$ cat src/rrins_defs.svh
// Constants for the return and rotate instruction unit
`ifndef RRINS_DEFS_SVH
`define RRINS_DEFS_SVH
`define RRINS_WORD_W 14
`define RRINS_PC_W 13
`define RRINS_FADDR_W 7
`define RRINS_DATA_W 8
`define RRINS_STACK_DEPTH 8
`define RRINS_PTR_W 3
// Opcode patterns in the 14-bit instruction word
`define RRINS_OP_RETURN 14'h0008
`define RRINS_OP_RETLIT_MASK 14'h3c00
`define RRINS_OP_RETLIT 14'h3400
`define RRINS_OP_ROT_MASK 14'h3f00
`define RRINS_OP_ROTL 14'h0d00
`define RRINS_OP_ROTR 14'h0c00
// Operand field position, reset values and data MSB
`define RRINS_DEST_BIT 7
`define RRINS_RESET_PC 13'h0000
`define RRINS_RESET_BYTE 8'h00
`define RRINS_MSB 7
`endif

$ cat src/rrins_pkg.sv
// Types for the return and rotate instruction unit
package rrins_pkg;
    typedef enum logic [2:0] {
        RRINS_OP_NONE,
        RRINS_OP_RET,
        RRINS_OP_RETK,
        RRINS_OP_RL,
        RRINS_OP_RR
    } rrins_op_e;
    typedef enum logic {
        RRINS_ST_FETCH,
        RRINS_ST_FLUSH
    } rrins_state_e;
endpackage : rrins_pkg

$ cat src/rrins_decode.sv
// Opcode decoder for the return and rotate instructions
`include "rrins_defs.svh"
`timescale 1ns/10ps
`default_nettype none
module rrins_decode
    import rrins_pkg::*;
(
    // Instruction word
    input wire logic [`RRINS_WORD_W-1:0] word_in,
    // Decoded result
    output var rrins_op_e op_out,
    output logic [`RRINS_FADDR_W-1:0] faddr_out,
    output logic dest_out,
    output logic [`RRINS_DATA_W-1:0] lit_out
);
    // Operand fields sit at fixed positions, so extraction is free
    assign faddr_out = word_in[`RRINS_FADDR_W-1:0];
    assign dest_out = word_in[`RRINS_DEST_BIT];
    assign lit_out = word_in[`RRINS_DATA_W-1:0];

    // Exact match for return, masked match for the rest
    always_comb begin
        op_out = RRINS_OP_NONE;
        if (word_in == `RRINS_OP_RETURN) begin
            op_out = RRINS_OP_RET;
        end else if ((word_in & `RRINS_OP_RETLIT_MASK) == `RRINS_OP_RETLIT) begin
            op_out = RRINS_OP_RETK;
        end else if ((word_in & `RRINS_OP_ROT_MASK) == `RRINS_OP_ROTL) begin
            op_out = RRINS_OP_RL;
        end else if ((word_in & `RRINS_OP_ROT_MASK) == `RRINS_OP_ROTR) begin
            op_out = RRINS_OP_RR;
        end
    end
endmodule : rrins_decode
`default_nettype wire

$ cat src/rrins_core.sv
// Return and rotate instruction execution unit
`include "rrins_defs.svh"
`timescale 1ns/10ps
`default_nettype none
module rrins_core
    import rrins_pkg::*;
(
    // Clock and reset
    input wire logic clk_in,
    input wire logic sys_rst_in,
    // Instruction fetch
    input wire logic [`RRINS_WORD_W-1:0] instr_in,
    // Stack push from the call logic
    input wire logic push_in,
    input wire logic [`RRINS_PC_W-1:0] push_addr_in,
    // File register read port, combinational by address
    input wire logic [`RRINS_DATA_W-1:0] file_rdata_in,
    output logic [`RRINS_FADDR_W-1:0] file_addr_out,
    // File register write port
    output logic file_we_out,
    output logic [`RRINS_DATA_W-1:0] file_wdata_out,
    // Architectural state
    output logic [`RRINS_PC_W-1:0] program_counter_out,
    output logic [`RRINS_PC_W-1:0] stack_top_out,
    output logic [`RRINS_DATA_W-1:0] w_out,
    output logic carry_out,
    output logic flush_out
);
    rrins_op_e op;
    logic [`RRINS_FADDR_W-1:0] faddr;
    logic dest;
    logic [`RRINS_DATA_W-1:0] lit;

    rrins_decode u_decode (
        .word_in(instr_in),
        .op_out(op),
        .faddr_out(faddr),
        .dest_out(dest),
        .lit_out(lit)
    );

    rrins_state_e state_q, state_d;
    logic [`RRINS_PC_W-1:0] pc_q, pc_d;
    logic [`RRINS_DATA_W-1:0] w_q, w_d;
    logic carry_q, carry_d;
    logic [`RRINS_PTR_W-1:0] sp_q, sp_d;
    logic [`RRINS_PC_W-1:0] stack_q [`RRINS_STACK_DEPTH];
    logic [`RRINS_PC_W-1:0] stack_d [`RRINS_STACK_DEPTH];
    logic [`RRINS_PTR_W-1:0] top_idx;
    logic [`RRINS_DATA_W-1:0] rot_res;
    logic rot_carry;
    logic we_d, we_q;
    logic [`RRINS_DATA_W-1:0] wdata_d, wdata_q;
    logic [`RRINS_FADDR_W-1:0] waddr_d, waddr_q;
    logic pop;
    logic stall;

    // Stack pointer points at the next free slot; top is one below
    assign top_idx = sp_q - 3'h1;
    assign stack_top_out = stack_q[top_idx];
    assign file_addr_out = we_q ? waddr_q : faddr;

    // A rotate left or right after a file write waits one cycle: the shared address
    // port carries the write address then, so the read data would belong to
    // another register; costs one cycle only on back-to-back writes and reads
    assign stall = we_q && (op == RRINS_OP_RL || op == RRINS_OP_RR);

    // Rotate datapath through the carry flag
    // Both directions share one result; the next-state logic picks its target
    always_comb begin
        rot_res = `RRINS_RESET_BYTE;
        rot_carry = carry_q;
        if (op == RRINS_OP_RL) begin
            rot_res = {file_rdata_in[`RRINS_MSB-1:0], carry_q};
            rot_carry = file_rdata_in[`RRINS_MSB];
        end else if (op == RRINS_OP_RR) begin
            rot_res = {carry_q, file_rdata_in[`RRINS_MSB:1]};
            rot_carry = file_rdata_in[0];
        end
    end

    // Next state of the core; the flush cycle is the second cycle of a return
    always_comb begin
        state_d = RRINS_ST_FETCH;
        pc_d = pc_q;
        w_d = w_q;
        carry_d = carry_q;
        we_d = 1'b0;
        wdata_d = wdata_q;
        waddr_d = waddr_q;
        pop = 1'b0;
        if (state_q == RRINS_ST_FLUSH) begin
            // Fetched word is discarded while the new target is fetched
            state_d = RRINS_ST_FETCH;
            pc_d = pc_q + 13'h0001;
        end else if (stall) begin
            // Program counter holds, so fetch presents the same rotate again
            pc_d = pc_q;
        end else begin
            case (op)
                RRINS_OP_RET: begin
                    pop = 1'b1;
                    pc_d = stack_q[top_idx];
                    state_d = RRINS_ST_FLUSH;
                end
                RRINS_OP_RETK: begin
                    // Literal and target land together, at the edge that enters the flush cycle
                    w_d = lit;
                    pop = 1'b1;
                    pc_d = stack_q[top_idx];
                    state_d = RRINS_ST_FLUSH;
                end
                RRINS_OP_RL,
                RRINS_OP_RR: begin
                    // Carry is the only flag touched; a file write goes out registered
                    carry_d = rot_carry;
                    pc_d = pc_q + 13'h0001;
                    if (dest) begin
                        we_d = 1'b1;
                        wdata_d = rot_res;
                        waddr_d = faddr;
                    end else begin
                        w_d = rot_res;
                    end
                end
                default: begin
                    pc_d = pc_q + 13'h0001;
                end
            endcase
        end
    end

    // Circular hardware stack; overflow wraps and overwrites the oldest entry
    always_comb begin
        sp_d = sp_q;
        for (int i = 0; i < `RRINS_STACK_DEPTH; i++) begin
            stack_d[i] = stack_q[i];
        end
        // A pop wins over a push in the same cycle, so a call cannot corrupt a return
        if (pop) begin
            sp_d = top_idx;
        end else if (push_in && state_q == RRINS_ST_FETCH) begin
            stack_d[sp_q] = push_addr_in;
            sp_d = sp_q + 3'h1;
        end
    end

    // State registers
    always_ff @(posedge clk_in) begin
        if (sys_rst_in) begin
            state_q <= RRINS_ST_FETCH;
            pc_q <= `RRINS_RESET_PC;
            w_q <= `RRINS_RESET_BYTE;
            carry_q <= 1'b0;
            sp_q <= '0;
            we_q <= 1'b0;
            wdata_q <= `RRINS_RESET_BYTE;
            waddr_q <= '0;
        end else begin
            state_q <= state_d;
            pc_q <= pc_d;
            w_q <= w_d;
            carry_q <= carry_d;
            sp_q <= sp_d;
            we_q <= we_d;
            wdata_q <= wdata_d;
            waddr_q <= waddr_d;
        end
    end

    // Stack storage, one generate entry per slot
    for (genvar g = 0; g < `RRINS_STACK_DEPTH; g++) begin : g_stack
        always_ff @(posedge clk_in) begin
            if (sys_rst_in) begin
                stack_q[g] <= `RRINS_RESET_PC;
            end else begin
                stack_q[g] <= stack_d[g];
            end
        end
    end

    // Outputs; the file write lands one cycle after the rotate is taken
    assign program_counter_out = pc_q;
    assign w_out = w_q;
    assign carry_out = carry_q;
    assign file_we_out = we_q;
    assign file_wdata_out = wdata_q;
    assign flush_out = (state_q == RRINS_ST_FLUSH);

    // Return checks; both kinds pop and reload the program counter, then
    // spend one flush cycle in which the fetched word is thrown away
    a_retk_loads_w: assert property (@(posedge clk_in) disable iff (sys_rst_in)
        (state_q == RRINS_ST_FETCH && op == RRINS_OP_RETK) |=> (w_q == $past(lit)))
        else $error("literal return did not load W");
    a_retk_no_write: assert property (@(posedge clk_in) disable iff (sys_rst_in)
        (state_q == RRINS_ST_FETCH && op == RRINS_OP_RETK) |=> !file_we_out)
        else $error("literal return wrote the file");
    a_retk_pc_top: assert property (@(posedge clk_in) disable iff (sys_rst_in)
        (state_q == RRINS_ST_FETCH && op == RRINS_OP_RETK) |=> (pc_q == $past(stack_top_out)))
        else $error("literal return did not load PC from stack top");
    a_retk_pops: assert property (@(posedge clk_in) disable iff (sys_rst_in)
        (state_q == RRINS_ST_FETCH && op == RRINS_OP_RETK) |=>
        (sp_q == $past(sp_q) - 3'h1))
        else $error("literal return did not pop");
    a_retk_two_cyc: assert property (@(posedge clk_in) disable iff (sys_rst_in)
        (state_q == RRINS_ST_FETCH && op == RRINS_OP_RETK) |=> flush_out ##1 !flush_out)
        else $error("literal return not two cycles");
    a_retk_no_flag: assert property (@(posedge clk_in) disable iff (sys_rst_in)
        (state_q == RRINS_ST_FETCH && op == RRINS_OP_RETK) |=> $stable(carry_q))
        else $error("literal return changed carry");
    a_ret_pops: assert property (@(posedge clk_in) disable iff (sys_rst_in)
        (state_q == RRINS_ST_FETCH && op == RRINS_OP_RET) |=> (sp_q == $past(sp_q) - 3'h1) && $stable(carry_q))
        else $error("return did not pop cleanly");
    a_ret_keeps_w: assert property (@(posedge clk_in) disable iff (sys_rst_in)
        (state_q == RRINS_ST_FETCH && op == RRINS_OP_RET) |=> $stable(w_q) && !file_we_out)
        else $error("return touched W or the file");
    a_ret_no_push: assert property (@(posedge clk_in) disable iff (sys_rst_in)
        (state_q == RRINS_ST_FETCH && (op == RRINS_OP_RET || op == RRINS_OP_RETK) && push_in) |=>
        (sp_q == $past(sp_q) - 3'h1))
        else $error("push taken in the first cycle of a return");
    a_ret_pc_load: assert property (@(posedge clk_in) disable iff (sys_rst_in)
        (state_q == RRINS_ST_FETCH && op == RRINS_OP_RET) |=> (pc_q == $past(stack_top_out)) && flush_out)
        else $error("return did not load PC");
    a_ret_two_cyc: assert property (@(posedge clk_in) disable iff (sys_rst_in)
        (state_q == RRINS_ST_FETCH && op == RRINS_OP_RET) |=> flush_out ##1 !flush_out)
        else $error("return not two cycles");

    // Stack check; a plain push must become the new top for a later return
    a_push_lands: assert property (@(posedge clk_in) disable iff (sys_rst_in)
        (state_q == RRINS_ST_FETCH && op == RRINS_OP_NONE && push_in) |=>
        (stack_top_out == $past(push_addr_in)))
        else $error("pushed address is not the stack top");

    // Rotate checks; a stalled rotate is checked in the cycle in which it
    // finally executes, so every antecedent leaves the stall cycle out
    a_rl_result: assert property (@(posedge clk_in) disable iff (sys_rst_in)
        (state_q == RRINS_ST_FETCH && op == RRINS_OP_RL && !dest && !stall) |=>
        ({carry_q, w_q} == {$past(file_rdata_in), $past(carry_q)}))
        else $error("rotate left result wrong");
    a_rl_dest_file: assert property (@(posedge clk_in) disable iff (sys_rst_in)
        (state_q == RRINS_ST_FETCH && op == RRINS_OP_RL && dest && !stall) |=>
        file_we_out && $stable(w_q))
        else $error("rotate left did not write file");
    a_rl_file_data: assert property (@(posedge clk_in) disable iff (sys_rst_in)
        (state_q == RRINS_ST_FETCH && op == RRINS_OP_RL && dest && !stall) |=>
        (file_wdata_out == {$past(file_rdata_in[`RRINS_MSB-1:0]), $past(carry_q)}))
        else $error("rotate left file data wrong");
    a_rr_result: assert property (@(posedge clk_in) disable iff (sys_rst_in)
        (state_q == RRINS_ST_FETCH && op == RRINS_OP_RR && !dest && !stall) |=>
        ({w_q, carry_q} == {$past(carry_q), $past(file_rdata_in)}))
        else $error("rotate right result wrong");
    a_rr_dest_file: assert property (@(posedge clk_in) disable iff (sys_rst_in)
        (state_q == RRINS_ST_FETCH && op == RRINS_OP_RR && dest && !stall) |=>
        file_we_out && file_wdata_out == {$past(carry_q), $past(file_rdata_in[7:1])})
        else $error("rotate right file write wrong");
    a_rr_keeps_w: assert property (@(posedge clk_in) disable iff (sys_rst_in)
        (state_q == RRINS_ST_FETCH && op == RRINS_OP_RR && dest && !stall) |=> $stable(w_q))
        else $error("rotate right to file changed W");
    a_rot_addr: assert property (@(posedge clk_in) disable iff (sys_rst_in)
        (state_q == RRINS_ST_FETCH && (op == RRINS_OP_RL || op == RRINS_OP_RR) && dest && !stall) |=>
        (file_addr_out == $past(instr_in[6:0])))
        else $error("rotate write address wrong");
    a_rot_w_only: assert property (@(posedge clk_in) disable iff (sys_rst_in)
        (state_q == RRINS_ST_FETCH && (op == RRINS_OP_RL || op == RRINS_OP_RR) && !dest && !stall) |=>
        !file_we_out)
        else $error("rotate to W wrote the file");
    a_rot_pc_step: assert property (@(posedge clk_in) disable iff (sys_rst_in)
        (state_q == RRINS_ST_FETCH && (op == RRINS_OP_RL || op == RRINS_OP_RR) && !stall) |=>
        (pc_q == $past(pc_q) + 13'h0001))
        else $error("rotate did not step the program counter");
    a_rl_carry_in: assert property (@(posedge clk_in) disable iff (sys_rst_in)
        (state_q == RRINS_ST_FETCH && op == RRINS_OP_RL && dest && !stall) |=>
        file_wdata_out[0] == $past(carry_q) && carry_q == $past(file_rdata_in[7]))
        else $error("rotate left carry path wrong");
    a_rr_carry_in: assert property (@(posedge clk_in) disable iff (sys_rst_in)
        (state_q == RRINS_ST_FETCH && op == RRINS_OP_RR && dest && !stall) |=>
        file_wdata_out[7] == $past(carry_q) && carry_q == $past(file_rdata_in[0]))
        else $error("rotate right carry path wrong");

    // Stall and flush checks; neither cycle may change W, carry or the program counter, or
    // start a file write, except the program counter step that the flush makes
    a_rot_stall: assert property (@(posedge clk_in) disable iff (sys_rst_in)
        (state_q == RRINS_ST_FETCH && stall) |=>
        $stable(pc_q) && $stable(carry_q) && $stable(w_q) && !file_we_out)
        else $error("rotate ran while the write held the address port");
    a_write_pulse: assert property (@(posedge clk_in) disable iff (sys_rst_in)
        file_we_out |=> !file_we_out)
        else $error("file write longer than one cycle");
    a_flush_idle: assert property (@(posedge clk_in) disable iff (sys_rst_in)
        (state_q == RRINS_ST_FLUSH) |=> $stable(w_q) && $stable(carry_q) && !file_we_out && !flush_out)
        else $error("flush cycle executed an instruction");
endmodule : rrins_core
`default_nettype wire

$ cat config.mk
export PLATFORM = sky130hd
export DESIGN_NAME = rrins_core
export DESIGN_NICKNAME = d
export VERILOG_FILES = /design/src/rrins_pkg.sv /design/src/rrins_decode.sv /design/src/rrins_core.sv
export VERILOG_INCLUDE_DIRS = /design/src /design/src/src
export SDC_FILE = /design/constraint.sdc
export NUM_CORES = 1
export LEC_CHECK = 0
export BUFFER_PORTS_ARGS = -buffer_cell sky130_fd_sc_hd__buf_2
export CAP_MARGIN = 15
export CORE_MARGIN = 2
export CORE_UTILIZATION = 45
export DETAILED_ROUTE_END_ITERATION = 7
export GPL_TIMING_DRIVEN = 0
export SYNTH_ARGS = -nofsm -noshare
export SYNTH_HDL_FRONTEND = slang
export SYNTH_HIERARCHICAL = 1
export SYNTH_SLANG_ARGS = --single-unit
$ cat constraint.sdc
create_clock -name clk_in -period 2.8 [get_ports clk_in]
set_clock_uncertainty 0.1 [all_clocks]
set_input_delay 0.42 -clock clk_in [delete_from_list [all_inputs] [get_ports clk_in]]
set_output_delay 0.42 -clock clk_in [all_outputs]
set_load 0.01 [all_outputs]
==> summary.txt, run 1 <==
Route
  – DR DRC count: 2
  – Initial DRC Count: between 400 and 500
  – Avg WL per Cell: roughly 19 um
  – Antenna-violating nets left: 0
  – Vias: roughly 5,700
  – Drt pass-1 iters: 8
  – DR vias/cell: 5.54
  – Routed WL: between 15,000 and 20,000 um

Synthesis
  – Synth cell types: 55
  – Mapped cell area: around 7000 sq um
  – Post-Synth XOR/XNOR Area: 0.980%
  – Cells after synthesis: 710
  – Main synth FF type: dfxtp_1
  – Compound-Gate Fraction of Synth Area: 8.29%
  – Adder-Cell Fraction of Synth Area: less than 1%
  – EDFF count, synth: 0
  – Post-synthesis register bit count: about 150
  – Ys async rst share: 0%
  – Seq/Total Area, Yosys: 42.4%
  – Simple-gate portion of the synthesized area: between 10% and 20%
  – Synth Net Count: roughly 750
  – Largest family of logic cells by synthesized area: multiplexers
  – YS warnings: 6
  – Avg Synthesized Cell Area: 9.72 sq um
  – Mux contribution to synthesized area: between 20% and 30%

Placed design
  – Final GP Congestion: 0.870
  – DP Wirelength: between 10,000 and 15,000 um
  – Cells after DPL: 974
  – Post-Place Worst Slack: -0.440 ns
  – Port bufs: 76

Pwr
  – Gate power share: between 15 and 20%
  – Clock power share: between 40% and 50%
  – Peak supply drop: between 0.0004 and 0.0005 V
  – Leak: 0.00397 uW
  – Sw Ratio: approximately a quarter
  – P_int: between 4000 and 5000 uW
  – Total chip power: approximately 5600 uW
  – Sequential Power Share: between 30% and 40%
  – PwrDens: between 600 and 700 nW/um^2
  – NetSw: between 1000 and 1500 uW

Min path
  – Hold depth: 4
  – Worst Hold Launch: instr_in[3]
  – HP Class: in -> reg

Timing
  – Rel. slew slack: between 40% and 50%
  – Max Slew Vio Count: 0
  – Tcrit/Tclk final: 99.7%
  – Final setup vio count: 0
  – Tightest Pin Transition: ~0.8 ns
  – Highest Clock Rate: around 360 MHz
  – Setup slack after layout: between 0.009 and 0.01 ns
  – Post-route minimum period: 2.79 ns
  – RSZ-0062 raised after global routing: true
  – Hold Fails Final Rpt: 0

Run status
  – Failing checks: design-rule violations
  – Status: finished, violations left

Die
  – Effective utilization at floorplan: between 40% and 50%
  – Number of placed I/O pins: 90
  – Die X-Extent: 128 um
  – Die H: between 100 and 150 um
  – Rows: 45
  – Die area: between 15,000 and 20,000 sq um
  – Core area: 15,100 sq um

Worst setup path
  – CP startpoint: sp_q[1]
  – Kind of critical path: reg -> out
  – Worst r2r src: sp_q[1]
  – Crit start category: register
  – CP Capture Type: output pin
  – CP arrival: around 2.3 ns
  – Req. time, crit path: ~2.3 ns
  – Critical Path Fanout Max: 5
  – Worst r2r path cells: 8

Clock tree
  – TritonCTS buffer count: 17
  – Reg clk slew, reported paths: around 0.06 ns
  – CTS max path bufs: 2
  – H-tree lvl count: 4
  – CTS tree: done
  – CTS Hold Bufs: 0
  – TritonCTS Sinks: roughly 150
  – Clock Latency Late Sink: 0.43 ns
  – CTS root buf: clkbuf_16

Global routing
  – Vias in the first global route: about 5,600
  – First-pass GRT wire length: 30,400 um
  – Initial antenna violation count: 0
  – Total Routing Usage GR: 24.4%
  – Pin count of the biggest net entering global routing: 17
  – Remaining Overflow, GRT: 0

Flow run
  – Maxcap violations: 0

Finish
  – Antenna cells: 0
  – Non-filler cells in the finished layout: a little over 1,000
  – Fin util: 56.3%
  – Area Overhead vs Synth: 23.2%
  – Final #Nets: 862
  – Layout cell share with drive strength beyond 1: roughly a quarter
==> critical path: stages (launching register included) <==
cell,delay [ns]
dfxtp_4,0.38
inv_4,0.05
ha_4,0.34
buf_16,0.15
mux4_2,0.51
mux2_4,0.30
buf_6,0.12
==> cell families after synthesis <==
group / count (synthesis)
mux: 150
fa+ha+maj: 3
simple gates: 238
buf+inv: 83
compound gates: 84
xor+xnor: 6
flops: 146
==> layout by cell type (no fill, tap or decap), drive strengths merged, types with 9 or more instances in the layout <==
master and instances:
mux2i 114, buf 137, clkbuf 57, a22oi 10
a311oi 9, nand2 55, dfxtp 146, mux2 13
nor2 137, o21ai 11, nand3 12, mux4 23
a21oi 20, a211oi 10
==> power groups by stage <==
stage | combinational (uW) | sequential [uW] | clock [uW]
floorplan | 510 | 2220 | 0
global placement | 725 | 2220 | 0
detailed placement | 739 | 2230 | 0
CTS | 907 | 2180 | 2540
global route | 962 | 2190 | 2630
finish | 904 | 2180 | 2520
==> state kept, by name, summed over array words and instances (netlist names) <==
name,count
carry_out,1
file_wdata_out,8
file_we_out,1
flush_out,1
program_counter_out,13
sp_q,3
stack_q,104
w_out,8
waddr_q,7
==> path summary, 6_finish.rpt <==
path	to	slack, ns
max reg2reg	program_counter_out[6]	0.45
max	stack_top_out[2]	0.009
min reg2reg	waddr_q[5]	0.36
min	waddr_q[3]	0.27
==> layer usage <==
| metal | track usage, % | vias up | wire length [um] |
|---|---|---|---|
| li1 | - | 2707 | - |
| met1 | 32.8 | 2728 | 8900 |
| met2 | 39.9 | 194 | 9260 |
| met3 | 4.34 | 29 | 1080 |
| met4 | 8.21 | 0 | 366 |
| met5 | 0 | - | 0 |
==> cell type report <==
type | count | area [sq um]
Buffer | 75 | 473
Clock buffer | 25 | 515
Clock inverter | 7 | 143
Fill cell | 1312 | 6590
Inverter | 6 | 27.5
Multi-Input combinational cell | 481 | 3590
Sequential cell | 146 | 2930
Tap cell | 188 | 235
Timing Repair Buffer | 94 | 581
==> per-stage QoR <==
step	hold slack [ns]	TNS (ns)	area [sq um]
finish	0.269	0	8500
detailed placement	0.353	-6.17	7510
CTS	0.269	-0.787	8500
global route	0.289	-0.138	8500
floorplan	0.333	0	6900
global placement	0.340	-6.12	7510
==> Yosys cell counts, types with 9 or more instances <==
master      n  area, sq um
buf_4      30          225
buf_2      12         60.1
mux2i_1   114         1140
dfxtp_1   146         2920
a211oi_1   10         75.1
a311oi_1    9         78.8
nor2_1    137          514
nand2_1    55          206
clkbuf_1   31          116
mux2_2     13          146
a21oi_1    20          100
o21ai_0     9         45.0
nand3_1    12         60.1
a22oi_1    10         75.1
mux4_2     22          495
==> timing repair <==
item / in CTS / in global routing
setup buffers: 13 / 4
resized for setup: 49 / 4
cloned: 1 / 0
pin swaps: 1 / 2
setup endpoints to repair: 24 / 12
Power figures use the tool's default switching activity.
==> inputs of run 2 (changes only) <==
- CAP_MARGIN: 15 -> default
- CORE_ASPECT_RATIO: default -> 1.2
- REMOVE_ABC_BUFFERS: default -> 1
==> summary.txt, run 2 (synthesis results as in run 1) <==
Route
  – Initial DRC Count: 332 (-19%)
  – DR vias/cell: 5.49 (-0.79%)
  – DR DRC count: 0 (-2)
  – Antenna-violating nets left: 0 (unchanged)
  – Drt pass-1 iters: 5 (-3)
  – Routed WL: 17,400 um (-11%)
  – Avg WL per Cell: 17.6 um (-8.2%)
  – Vias: 5,421 (-4.2%)

Worst setup path
  – Crit path cell chain: clkinvlp_4 > ha_4 > xnor2_4 > mux4_2 > mux2i_4 > inv_1 > buf_2
  – Crit path max-delay cell type: mux4_2
  – CP Capture Type: output pin
  – Buffer and inverter count on the worst path: 3 (unchanged)
  – Kind of critical path: reg -> out
  – CP arrival: 2.36 ns (+0.09 ns)
  – Crit start category: register
  – Req. time, crit path: 2.28 ns (about the same)
  – CP peak stage delay: 0.57 ns (+0.06 ns)
  – Critical Path Fanout Max: 4 (-1)
  – Cell family with most CP delay: multiplexers

Clock tree
  – Clock Latency Late Sink: 0.42 ns (about the same)
  – H-tree lvl count: 4 (unchanged)
  – Reg clk slew, reported paths: 0.06 ns (about the same)
  – TritonCTS Sinks: 146 (unchanged)
  – CTS root buf: clkbuf_16
  – CTS max path bufs: 2 (unchanged)
  – CTS Hold Bufs: 0 (unchanged)
  – TritonCTS buffer count: 17 (unchanged)
  – CTS tree: done

Pwr
  – P_int: 4250 uW (+1.1%)
  – Gate power share: 15.8% (-0.3 points)
  – Total chip power: 5610 uW (about the same)
  – Sequential Power Share: 39.0% (about the same)
  – Clock power share: 45.1% (+0.2 points)
  – Sw Ratio: 24.2% (-0.84 points)
  – PwrDens: 673 nW/um^2 (+2.0%)
  – NetSw: 1360 uW (-3.4%)
  – Leak: 0.00385 uW (-3.0%)
  – Peak supply drop: 0.000406 V (-11%)

Finish
  – Antenna cells: 0 (unchanged)
  – Top reg by flops: stack_q
  – Register Area: 2930 sq um (about the same)
  – Most frequent cells in the layout: dfxtp_1 (143), nor2_1 (135), mux2i_1 (113)
  – Layout cell share with drive strength beyond 1: 27.3% (+0.95 points)
  – Final #Nets: 811 (-5.9%)
  – Most common cell after layout, fill and taps aside: dfxtp_1
  – Area Overhead vs Synth: 20.8%
  – Multi-input gate area: 3660 sq um (+1.8%)
  – Fill cells: 1,307 (-0.38%)
  – Largest register FFs: 104 (unchanged)

Placed design
  – DP Wirelength: 11,000 um (-20%)
  – Post-Place Worst Slack: -1.98 ns (-1.54 ns)
  – Final GP Congestion: 0.794 (-8.7%)
  – Port bufs: 89 (+17%)

Timing
  – Final setup vio count: 7 (+7)
  – Max Slew Vio Count: 0 (unchanged)
  – Rel. slew slack: 44.4% (-1.3 points)
  – Hold Fails Final Rpt: 0 (unchanged)
  – Tightest Pin Transition: 0.830 ns (+0.0145 ns)
  – Setup slack after layout: -0.0839 ns (-0.0930 ns)
  – Tcrit/Tclk final: 103% (+3.3 points)
  – Post-route minimum period: 2.88 ns (+0.0930 ns)
  – Highest Clock Rate: 347 MHz (-3.2%)
  – RSZ-0062 raised after global routing: true

Run status
  – Failing checks: negative setup slack
  – Status: finished, violations left

Global routing
  – Remaining Overflow, GRT: 0 (unchanged)
  – Busiest layer in global routing: met2
  – Vias in the first global route: 5,174 (-6.9%)
  – Initial antenna violation count: 0 (unchanged)
  – Met1 Usage GRT: 26.1% (-6.8 points)
  – First-pass GRT wire length: 26,900 um (-12%)
  – Total Routing Usage GR: 21.6% (-2.8 points)
  – Met3 usage: 5.44% (+1.1 points)
  – Met2 GRT Util: 35.7% (-4.2 points)
  – Pin count of the biggest net entering global routing: 80 (+63)

Die
  – Number of placed I/O pins: 90 (unchanged)
  – Die H: 140 um (+9.2%)
  – Die X-Extent: 117 um (-8.4%)
  – Effective utilization at floorplan: 45.9% (+0.21 points)
  – Die area: 16,300 sq um (about the same)
  – Rows: 49 (+8.9%)
  – Core area: 15,000 sq um (-0.46%)

Flow run
  – Maxcap violations: 0 (unchanged)

Min path
  – HP Class: in -> reg
-- run 2: changes by cell type in the layout (fill, tap and decap cells not counted), moves of 3 or more --
| cell | delta |
|---|---|
| clkinvlp_4 | +3 |
| nand2_2 | +4 |
| nand2_1 | -4 |
| buf_2 | +5 |
| buf_4 | -23 |
| clkbuf_1 | -31 |
-- run 2: per-layer routing --
metal	vias to the layer above	wire length, um
met5	-	0
met4	0	419
met3	29	983
met2	174	8630
met1	2617	7340
li1	2601	-
-- run 2: worst paths after layout --
kind | slack, ns | startpoint | depth (start not counted) | end
worst max register to register | 0.36 | sp_q[0] | 8 | program_counter_out[6]
worst min-delay path | 0.19 | instr_in[5] | 3 | waddr_q[5]
worst min register to register | 0.35 | waddr_q[1] | 2 | waddr_q[1]
worst max-delay path | -0.08 | sp_q[0] | 7 | stack_top_out[12]
-- run 2: power groups by stage --
stage	Sequential [uW]	Clock, uW	Combinational [uW]
global route	2200	2670	948
detailed placement	2240	0	660
global placement	2240	0	636
floorplan	2230	0	401
CTS	2190	2570	859
finish	2190	2530	886
-- run 2: repair_timing --
| action | 4_1_cts | 5_1_grt |
|---|---|---|
| resized for setup | 45 | 7 |
| gates cloned | 2 | 1 |
| setup endpoints to repair | 152 | 147 |
| setup buffers | 18 | 7 |
| pin swaps | 3 | 1 |
-- run 2: layout make-up --
type / instances / share of cell area (%)
Clock buffer: 23 / 5.86
Multi-Input combinational cell: 482 / 43.9
Clock inverter: 9 / 2.10
Timing Repair Buffer: 117 / 9.54
Inverter: 6 / 0.315
Tap cell: 204 / 3.06
Sequential cell: 146 / 35.2
-- run 2: through the flow --
| step | utilization [%] | cell area (sq um) | hold slack [ns] | setup TNS [ns] | instances |
|---|---|---|---|---|---|
| finish | 55.5 | 8330 | 0.186 | -0.357 | 987 |
| global route | 55.5 | 8330 | 0.166 | -0.779 | 987 |
| CTS | 54.9 | 8250 | 0.166 | -0.549 | 980 |
| detailed placement | 48.0 | 7210 | 0.347 | -98.63 | 928 |
| global placement | 47.7 | 7160 | 0.338 | -122.07 | 926 |
| floorplan | - | 6460 | 0.327 | -17.05 | 633 |
-- run 2: worst min-delay path, cell delays in order --
cell	delay [ns]
buf_2	0.13
nand2_1	0.06
a21oi_1	0.05
